## src/shared/alarm_cfg_pkg.sv

```systemverilog
// package: constants and carrier types for alarm interrupt and strap logic
package alarm_cfg_pkg;

  // register offsets of the plain register port
  localparam logic [3:0] OFS_GLOBAL = 4'h0;
  localparam logic [3:0] OFS_STATUS = 4'h1;
  localparam logic [3:0] OFS_MASK   = 4'h2;
  localparam logic [3:0] OFS_ALARM  = 4'h3;
  localparam logic [3:0] OFS_JITTER = 4'h4;

  // global register fields
  localparam int GLB_IRQ_EN_BIT    = 0;
  localparam int GLB_AUTO_ONES_BIT = 1;
  localparam logic [7:0] GLOBAL_RESET = 8'h00;
  localparam logic [7:0] MASK_RESET   = 8'hFF;

  localparam int CHANNELS = 8;

  // reference clock figure and sampling rate
  localparam real REF_CLOCK_MHZ = 2.048;
  localparam real SYS_CLOCK_MHZ = 100.0;
  // longest number of system cycles between reference edges before it counts as stopped
  localparam int  REF_TIMEOUT_CYC = 2 * $rtoi(SYS_CLOCK_MHZ / REF_CLOCK_MHZ);

  // jitter attenuator strap codes
  localparam logic [1:0] JA_OFF     = 2'h0;
  localparam logic [1:0] JA_TX_10HZ = 2'h1;
  localparam logic [1:0] JA_RX_10HZ = 2'h2;
  localparam logic [1:0] JA_RX_1HZ5 = 2'h3;
  localparam logic [6:0] FIFO_DEPTH_32 = 7'h20;
  localparam logic [6:0] FIFO_DEPTH_64 = 7'h40;

  typedef enum logic [1:0] {JA_PATH_NONE, JA_PATH_TX, JA_PATH_RX} ja_path_e;

  typedef struct packed {
    ja_path_e   path;
    logic       narrowBand;
    logic [6:0] fifoDepth;
  } ja_cfg_s;

  // open-drain pin carrier
  typedef struct packed {
    logic out;
    logic oe;
  } od_pin_s;

endpackage

```

## src/hw/sync_two_ff.sv

```systemverilog
// module: two flip-flop synchroniser for levels entering the clock domain
`timescale 1ns/1ps
module sync_two_ff #(
  parameter int WIDTH = 1
) (
  input  wire logic             clk,
  input  wire logic             reset,
  input  wire logic [WIDTH-1:0] asyncIn,
  output logic      [WIDTH-1:0] syncOut
);
  logic [WIDTH-1:0] stage1_ff;

  always_ff @(posedge clk) begin
    if (reset) begin
      stage1_ff <= '0;
      syncOut   <= '0;
    end else begin
      stage1_ff <= asyncIn;
      syncOut   <= stage1_ff;
    end
  end
endmodule // sync_two_ff

```

## src/hw/alarm_irq_strap.sv

```systemverilog
// module: alarm interrupt, auto all-ones, jitter strap decode, clock pass-through
// What this block does
// RULE_01: in synchronous host bus mode, bus logic is clocked by the host bus clock; this block keeps its register port on clk and only raises busClockSel.
// RULE_02: hardware mode with strap set: send all ones while signal is lost.
// RULE_03: host mode: same all-ones behaviour, enabled by a global register bit.
// RULE_04: host mode: interrupt pin pulled low whenever any alarm status changes.
// RULE_05: reading the status register clears pending alarms and releases the pin.
// RULE_06: interrupts only raised while the global interrupt enable bit is high.
// RULE_07: interrupt pin is open drain: drives low or releases, never high.
// RULE_08: synthesized master clock is presented at the E1 rate on its output.
// RULE_09: outside source supplies 2.048 MHz reference, 50 ppm, 40-60 % duty.
// RULE_10: jitter straps: off, tx 10 Hz/32, rx 10 Hz/32, rx 1.5 Hz/64.
// RULE_11: mode select high means hardware mode, low means host mode.
//
// The placing of the registers and strobed register access were decided locally.
`timescale 1ns/1ps
module alarm_irq_strap #(
  parameter int CHANNELS = alarm_cfg_pkg::CHANNELS
) (
  input  wire logic                clk,
  input  wire logic                reset,
  input  wire logic                config_mode_select,
  input  wire logic                auto_all_ones_on_los,
  input  wire logic                jitter_path_select_lo,
  input  wire logic                jitter_path_select_hi,
  input  wire logic                e1_reference_clock_in,
  input  wire logic                hostBusClock,
  input  wire logic                syncBusMode,
  input  wire logic [CHANNELS-1:0] lossOfSignal,
  input  wire logic [CHANNELS-1:0] txPos,
  input  wire logic [CHANNELS-1:0] txNeg,
  input  wire logic [3:0]          regAddr,
  input  wire logic [7:0]          regWrData,
  input  wire logic                regWrite,
  input  wire logic                regRead,
  output logic      [7:0]          regRdData,
  output logic      [CHANNELS-1:0] line_tx_pos,
  output logic      [CHANNELS-1:0] line_tx_neg,
  output logic                     alarmIrqOut,
  output logic                     alarmIrqOe,
  output logic                     synth_master_clock_out,
  output logic                     refClockPresent,
  output alarm_cfg_pkg::ja_cfg_s   jitterCfg,
  output logic                     busClockSel
);

  if (CHANNELS < 1 || CHANNELS > 8) begin : g_bad_channels
    $error("CHANNELS must be 1 to 8");
  end

  // ***************************************
  // input synchronisers
  // ***************************************
  localparam int SW = CHANNELS + 6;
  logic [SW-1:0] rawIn;
  logic [SW-1:0] syncIn;
  assign rawIn = {lossOfSignal, config_mode_select, auto_all_ones_on_los,
                  jitter_path_select_hi, jitter_path_select_lo,
                  e1_reference_clock_in, syncBusMode};

  sync_two_ff #(.WIDTH(SW)) u_sync (
    .clk     (clk),
    .reset   (reset),
    .asyncIn (rawIn),
    .syncOut (syncIn)
  );

  logic [CHANNELS-1:0] losSync;
  logic                hwMode;
  logic                strapAllOnes;
  logic [1:0]          jaStrap;
  logic                refSync;
  logic                syncBusSync;
  logic                refRise;
  assign losSync      = syncIn[SW-1:6];
  assign hwMode       = syncIn[5]; // RULE_11
  assign strapAllOnes = syncIn[4];
  assign jaStrap      = syncIn[3:2];
  assign refSync      = syncIn[1];
  assign syncBusSync  = syncIn[0];

  // ***************************************
  // registers
  // ***************************************
  logic [7:0]          global_ff;
  logic [CHANNELS-1:0] status_ff;
  logic [CHANNELS-1:0] mask_ff;
  logic [CHANNELS-1:0] losPrev_ff;
  logic [7:0]          rdData_ff;

  logic irqEnable;
  logic regAutoOnes;
  assign irqEnable   = global_ff[alarm_cfg_pkg::GLB_IRQ_EN_BIT];
  assign regAutoOnes = global_ff[alarm_cfg_pkg::GLB_AUTO_ONES_BIT];

  logic wrGlobal;
  logic wrMask;
  logic rdStatus;
  assign wrGlobal = regWrite && (regAddr == alarm_cfg_pkg::OFS_GLOBAL);
  assign wrMask   = regWrite && (regAddr == alarm_cfg_pkg::OFS_MASK);
  assign rdStatus = regRead  && (regAddr == alarm_cfg_pkg::OFS_STATUS);

  // any change of loss-of-signal counts as an alarm event
  logic [CHANNELS-1:0] alarmChange;
  assign alarmChange = losSync ^ losPrev_ff; // RULE_04

  // set wins over the read-clear in the same cycle
  logic [CHANNELS-1:0] nxt_status;
  assign nxt_status = (rdStatus ? '0 : status_ff) | alarmChange; // RULE_05

  always_ff @(posedge clk) begin
    if (reset) begin
      global_ff  <= alarm_cfg_pkg::GLOBAL_RESET;
      mask_ff    <= alarm_cfg_pkg::MASK_RESET[CHANNELS-1:0];
      status_ff  <= '0;
      losPrev_ff <= '0;
    end else begin
      losPrev_ff <= losSync;
      status_ff  <= nxt_status;
      if (wrGlobal) begin
        global_ff <= regWrData;
      end
      if (wrMask) begin
        mask_ff <= regWrData[CHANNELS-1:0];
      end
    end
  end

  // read mux, data stands the cycle after the strobe
  logic [7:0] nxt_rdData;
  always_comb begin
    nxt_rdData = 8'h00;
    case (regAddr)
      alarm_cfg_pkg::OFS_GLOBAL: nxt_rdData = global_ff;
      alarm_cfg_pkg::OFS_STATUS: nxt_rdData = 8'(status_ff);
      alarm_cfg_pkg::OFS_MASK:   nxt_rdData = 8'(mask_ff);
      alarm_cfg_pkg::OFS_ALARM:  nxt_rdData = 8'(losSync);
      alarm_cfg_pkg::OFS_JITTER: nxt_rdData = {hwMode, refClockPresent, 4'h0, jaStrap};
      default:                   nxt_rdData = 8'h00;
    endcase
  end

  always_ff @(posedge clk) begin
    if (reset) begin
      rdData_ff <= 8'h00;
    end else begin
      rdData_ff <= regRead ? nxt_rdData : 8'h00;
    end
  end
  assign regRdData = rdData_ff;

  // ***************************************
  // interrupt output
  // ***************************************
  logic irqActive;
  assign irqActive = !hwMode && irqEnable && |(status_ff & mask_ff); // RULE_06

  logic irqOe_ff;
  always_ff @(posedge clk) begin
    if (reset) begin
      irqOe_ff <= 1'b0;
    end else begin
      irqOe_ff <= irqActive;
    end
  end
  assign alarmIrqOut = 1'b0; // RULE_07
  assign alarmIrqOe  = irqOe_ff; // RULE_07

  // ***************************************
  // automatic all ones on loss of signal
  // ***************************************
  logic autoOnesEn;
  assign autoOnesEn = hwMode ? strapAllOnes : regAutoOnes; // RULE_02 RULE_03

  logic [CHANNELS-1:0] txPos_ff;
  logic [CHANNELS-1:0] txNeg_ff;
  genvar ch;
  generate
    for (ch = 0; ch < CHANNELS; ch++) begin : g_ch
      logic forceOnes;
      // all ones on a bipolar line: marks alternate between rails
      logic alt_ff;
      assign forceOnes = autoOnesEn && losSync[ch]; // RULE_02 RULE_03
      always_ff @(posedge clk) begin
        if (reset) begin
          alt_ff       <= 1'b0;
          txPos_ff[ch] <= 1'b0;
          txNeg_ff[ch] <= 1'b0;
        end else if (forceOnes) begin
          if (refRise) begin
            alt_ff <= !alt_ff;
          end
          txPos_ff[ch] <= !alt_ff;
          txNeg_ff[ch] <= alt_ff;
        end else begin
          txPos_ff[ch] <= txPos[ch];
          txNeg_ff[ch] <= txNeg[ch];
        end
      end
    end
  endgenerate
  assign line_tx_pos = txPos_ff;
  assign line_tx_neg = txNeg_ff;

  // ***************************************
  // reference clock sampling
  // ***************************************
  logic        refPrev_ff;
  logic [7:0]  refIdle_ff;
  logic        synthClk_ff;
  logic        present_ff;
  assign refRise = refSync && !refPrev_ff; // RULE_09

  always_ff @(posedge clk) begin
    if (reset) begin
      refPrev_ff  <= 1'b0;
      refIdle_ff  <= 8'h00;
      synthClk_ff <= 1'b0;
      present_ff  <= 1'b0;
    end else begin
      refPrev_ff  <= refSync;
      synthClk_ff <= refSync; // RULE_08
      if (refRise) begin
        refIdle_ff <= 8'h00;
        present_ff <= 1'b1;
      end else if (refIdle_ff == 8'(alarm_cfg_pkg::REF_TIMEOUT_CYC)) begin
        present_ff <= 1'b0;
      end else begin
        refIdle_ff <= refIdle_ff + 8'h01;
      end
    end
  end
  assign synth_master_clock_out = synthClk_ff; // RULE_08
  assign refClockPresent        = present_ff;

  // ***************************************
  // jitter attenuator strap decode
  // ***************************************
  function automatic alarm_cfg_pkg::ja_cfg_s decodeJa(input logic [1:0] code);
    alarm_cfg_pkg::ja_cfg_s c;
    c = '{path: alarm_cfg_pkg::JA_PATH_NONE, narrowBand: 1'b0, fifoDepth: 7'h00};
    case (code)
      alarm_cfg_pkg::JA_OFF:     c.path = alarm_cfg_pkg::JA_PATH_NONE;
      alarm_cfg_pkg::JA_TX_10HZ: begin
        c.path      = alarm_cfg_pkg::JA_PATH_TX;
        c.fifoDepth = alarm_cfg_pkg::FIFO_DEPTH_32;
      end
      alarm_cfg_pkg::JA_RX_10HZ: begin
        c.path      = alarm_cfg_pkg::JA_PATH_RX;
        c.fifoDepth = alarm_cfg_pkg::FIFO_DEPTH_32;
      end
      alarm_cfg_pkg::JA_RX_1HZ5: begin
        c.path       = alarm_cfg_pkg::JA_PATH_RX;
        c.narrowBand = 1'b1;
        c.fifoDepth  = alarm_cfg_pkg::FIFO_DEPTH_64;
      end
      default:                   c.path = alarm_cfg_pkg::JA_PATH_NONE;
    endcase
    return c;
  endfunction

  alarm_cfg_pkg::ja_cfg_s jaCfg_ff;
  always_ff @(posedge clk) begin
    if (reset) begin
      jaCfg_ff <= '0;
    end else begin
      jaCfg_ff <= hwMode ? decodeJa(jaStrap) : decodeJa(alarm_cfg_pkg::JA_OFF); // RULE_10
    end
  end
  assign jitterCfg = jaCfg_ff;

  // ***************************************
  // host bus clock selection
  // ***************************************
  // bus logic in the wider device takes hostBusClock when this is high
  logic busSel_ff;
  always_ff @(posedge clk) begin
    if (reset) begin
      busSel_ff <= 1'b0;
    end else begin
      busSel_ff <= !hwMode && syncBusSync; // RULE_01
    end
  end
  assign busClockSel = busSel_ff;

  // ***************************************
  // assertions
  // ***************************************
  property p_irq_open_drain;
    @(posedge clk) disable iff (reset) alarmIrqOut == 1'b0;
  endproperty
  a_irq_open_drain: assert property (p_irq_open_drain) else $error("irq drives high"); // RULE_07

  property p_irq_gate;
    @(posedge clk) disable iff (reset) !irqEnable |=> !alarmIrqOe;
  endproperty
  a_irq_gate: assert property (p_irq_gate) else $error("irq while disabled"); // RULE_06

  property p_change_raises;
    @(posedge clk) disable iff (reset)
      (|(alarmChange & mask_ff) && irqEnable && !hwMode && $stable(global_ff)
       && $stable(hwMode)) |=> ##1 alarmIrqOe;
  endproperty
  a_change_raises: assert property (p_change_raises) else $error("no irq on change"); // RULE_04

  property p_read_clears;
    @(posedge clk) disable iff (reset) (rdStatus && alarmChange == '0) |=> status_ff == '0;
  endproperty
  a_read_clears: assert property (p_read_clears) else $error("status not cleared"); // RULE_05

  property p_hw_no_irq;
    @(posedge clk) disable iff (reset) hwMode |=> !alarmIrqOe;
  endproperty
  a_hw_no_irq: assert property (p_hw_no_irq) else $error("irq in hardware mode"); // RULE_11

  property p_all_ones;
    @(posedge clk) disable iff (reset)
      (hwMode && strapAllOnes) |=>
        ((line_tx_pos ^ line_tx_neg) & $past(losSync)) == $past(losSync);
  endproperty
  a_all_ones: assert property (p_all_ones) else $error("no all ones on loss"); // RULE_02

  property p_all_ones_host;
    @(posedge clk) disable iff (reset)
      (!hwMode && regAutoOnes) |=>
        ((line_tx_pos ^ line_tx_neg) & $past(losSync)) == $past(losSync);
  endproperty
  a_all_ones_host: assert property (p_all_ones_host) else $error("host all ones missing"); // RULE_03

  property p_clock_follow;
    @(posedge clk) disable iff (reset)
      (!$past(reset) && !$past(reset, 2) && !$past(reset, 3))
        |-> synth_master_clock_out == $past(e1_reference_clock_in, 3);
  endproperty
  a_clock_follow: assert property (p_clock_follow) else $error("clock out lags"); // RULE_08

  property p_ja_decode;
    @(posedge clk) disable iff (reset)
      (hwMode && jaStrap == 2'h3) |=> jitterCfg.fifoDepth == 7'h40;
  endproperty
  a_ja_decode: assert property (p_ja_decode) else $error("jitter decode wrong"); // RULE_10

  property p_bus_clock;
    @(posedge clk) disable iff (reset) hwMode |=> !busClockSel;
  endproperty
  a_bus_clock: assert property (p_bus_clock) else $error("bus clock in hw mode"); // RULE_01

endmodule // alarm_irq_strap

```

## config.mk

```make
export PLATFORM = sky130hd
export DESIGN_NAME = alarm_irq_strap
export DESIGN_NICKNAME = d
export VERILOG_FILES = /design/src/shared/alarm_cfg_pkg.sv /design/src/hw/sync_two_ff.sv /design/src/hw/alarm_irq_strap.sv
export SDC_FILE = /design/constraint.sdc
export NUM_CORES = 1
export LEC_CHECK = 0
export ABC_AREA = 1
export CAP_MARGIN = 25
export CORE_MARGIN = 8
export CORE_UTILIZATION = 60
export CTS_BUF_LIST = sky130_fd_sc_hd__clkbuf_16
export CTS_CLUSTER_DIAMETER = 60
export DETAILED_ROUTE_END_ITERATION = 10
export DONT_BUFFER_PORTS = 1
export GPL_ROUTABILITY_DRIVEN = 0
export PLACE_DENSITY = 0.87
export SETUP_SLACK_MARGIN = 0.02
export SLEW_MARGIN = 15
export SYNTH_ARGS = -nofsm -noshare
export SYNTH_HDL_FRONTEND = slang
export SYNTH_SLANG_ARGS = --single-unit
```

## constraint.sdc

```tcl
create_clock -name clk -period 3.2 [get_ports clk]
set_clock_uncertainty 0.05 [all_clocks]
set_input_delay 0.64 -clock clk [delete_from_list [all_inputs] [get_ports clk]]
set_output_delay 0.64 -clock clk [all_outputs]
set_load 0.03 [all_outputs]
```

==> results.md <==
* WHS Endpoint: line_tx_neg[4]
* Fmax at 584 MHz
* Htree depth at 3
* Post-synth top cells: dfxtp_1, nand2_1, nor2_1
* Die boundary width at 100 um
* Syn avg cell area at 7.62 um2
* Period minus WS final at 1710 ps
* Mapped Cells at 557
* Initial Util at 0.621
* Post-synth ARST share at 0
* Root buffer cell: clkbuf_16
* Final hold violations at 0
* Clock buffer depth at 2
* FP Rows at 30
* Synthesized flop and latch total at 108
* Die Ht at 100 um
* Worst setup SP type: flop
* Congestion Overflow GR at 0
* Relative slew slack at 0.538
* I/O pin count at 86
* Vias per cell at 5.19
* Sink Count at 108
* Setup TNS at 0 ps
* Synth cell types at 27
* Die Area at 10000 um2
* Post-CTS Resized at 0
* DRT Pass-1 Iters at 4
* Number of global-route vias before repair at 3054
* Main synth FF type: dfxtp_1
* Initial DRC count at 202
* Fraction of layout cells with a size suffix above 1 at 0.0548
* Number of remaining DRC errors at 0
* Worst-path fanout max at 2
* Unrepaired setup endpoints after global routing: no
* Yosys warns at 0
* Hold path depth at 1
* Post-route cell area at 4540 um2
* Worst r2r src: synth_master_clock_out
* Cts hold-fix bufs at 0
* Peak supply drop at 0.000305 V
* Non-filler cells in the finished layout at 643
* Clock transition at path regs at 60 ps
* Setup violators final at 0
* Area growth syn-to-layout at 7.01%
* Most common cell in the synthesized netlist: dfxtp_1
* Seq/Total Area, Yosys at 0.509
* Worst EP required at 2510 ps
* FF-to-FF End: refIdle_ff[1]
* Core area at 6830 um2
* Worst EP arrival at 1020 ps
* Initial antenna violation count at 0
* Outcome: finished, final reports clean
* Max-slew violations at 0
* Final #Nets at 595
* Hpwl dp at 6340 um
* Antenna cells at 0
* Placed cell count at 628
* Yosys top cell by area: dfxtp_1
* Critical path class: flop to primary output
* Num CTS Buffers at 9
* Lkg Pwr at 0.00195 uW
* Via count at 3336
* Worst Tran Pin Value at 693 ps
* R2R setup slack at 1590 ps
* Port bufs at 0
* Worst hold margin at 311 ps
* First-pass GRT wire length at 14000 um
* Placed cell area at 4240 um2
* R2R depth at 4
* Largest net degree at the start of global routing at 59
* Power per cell area at 600 nW/um2
* PnR Total Power at 2730 uW
* Clock latency on the worst-skew pair at 340 ps
* Number of synthesized flops with an enable pin at 0
* CP endpoint kind: primary output
* Post-Syn Area at 4250 um2
* Fin crit share at 0.535
* Hold Startpoint: reset
* Routed wire length at 8900 um
* Dominant cells by area after synthesis: dfxtp_1, nand2_1, nand3_1
* Post-CTS Setup Inserts at 0
* Post-DRT Antenna Nets at 0
* CTS tree: built
* WL/cell at 13.8 um
* Hold WC Path Type: primary input to flop
* Total Routing Usage GR at 0.177
* Top cell type's share of synthesized area at 0.509
* Max-cap violations at 0
[through the flow]
step                worst slack (ps)  utilization
global placement                1410        0.620
CTS                             1480        0.665
detailed placement              1350        0.620
global route                    1450        0.665
floorplan                       1760            -
finish                          1490        0.665
[placed cells by master (no fill, tap or decap), drive strengths merged]
cell type and n:
a21oi 38, clkbuf 9, xor2 2, buf 3, o21ai 14, nor2 85, nor3 3, dfxtp 108
clkinvlp 1, nand4 11, nand3b 1, nand2 98, inv 79, ha 5, clkinv 4, bufinv 2
nor3b 2, conb 6, nand3 67, xnor2 8, o21a 1
[registers in the layout, indices dropped and copies added, names as in the netlist]
signal / cells
line_tx_pos: 8
status_ff: 8
global_ff: 8
u_sync.syncOut: 14
u_sync.stage1_ff: 14
line_tx_neg: 8
refClockPresent: 1
mask_ff: 8
jitterCfg: 4
busClockSel: 1
alarmIrqOe: 1
losPrev_ff: 8
synth_master_clock_out: 1
regRdData: 8
refIdle_ff: 8
g_ch.alt_ff: 8
[worst reg2reg max path: stages, from the launching register on]
cell	delay [ps]
dfxtp_1	420
nor2_2	600
nor2_1	120
inv_1	220
a21oi_1	80
[logic make-up (layout without fill, tap and decap cells)]
family / count (synthesis) / after routing / share of synthesized area
AOI/OAI and AO/OA: 53 / 53 / 0.0631
xor gates and xnor gates: 10 / 10 / 0.0206
adders and majority gates: 5 / 5 / 0.0147
buffers and inverters: 113 / 98 / 0.113
DFF: 108 / 108 / 0.509
other: 1 / 6 / 0.000883
and+or+nand+nor: 267 / 267 / 0.279
[worst max-delay path by stage]
stage	from	endpoint	slack [ps]	cells after the start
finish	jitterCfg[7]	jitterCfg[7]	1490	0
global route	jitterCfg[7]	jitterCfg[7]	1450	0
CTS	jitterCfg[7]	jitterCfg[7]	1480	0
detailed placement	regAddr[3]	global_ff[0]	1350	5
global placement	regAddr[3]	global_ff[1]	1410	5
floorplan	regAddr[0]	global_ff[5]	1760	5
[layer usage]
metal	vias up	GRT usage	share of wire
met5	-	0	0
met2	122	0.307	0.50
met3	30	0.0547	0.074
met4	0	0.0988	0.036
li1	1691	-	-
met1	1493	0.186	0.39
[power by group]
| group | internal, uW | switching, uW |
|---|---|---|
| Sequential | 1390 | 66.8 |
| Clock | 674 | 457 |
| Combinational | 48.1 | 88.7 |
| Total | 2120 | 612 |
[area by class of cell]
type | count | area, um2
inverters | 80 | 305
multi-input cells | 341 | 1630
clock buffers | 9 | 225
repair buffers | 3 | 22.5
flip-flops and latches | 108 | 2160
clock inverters | 6 | 80.1
fillers | 582 | 2290
well taps | 96 | 120
No activity file was read; power rests on OpenSTA's default activity.
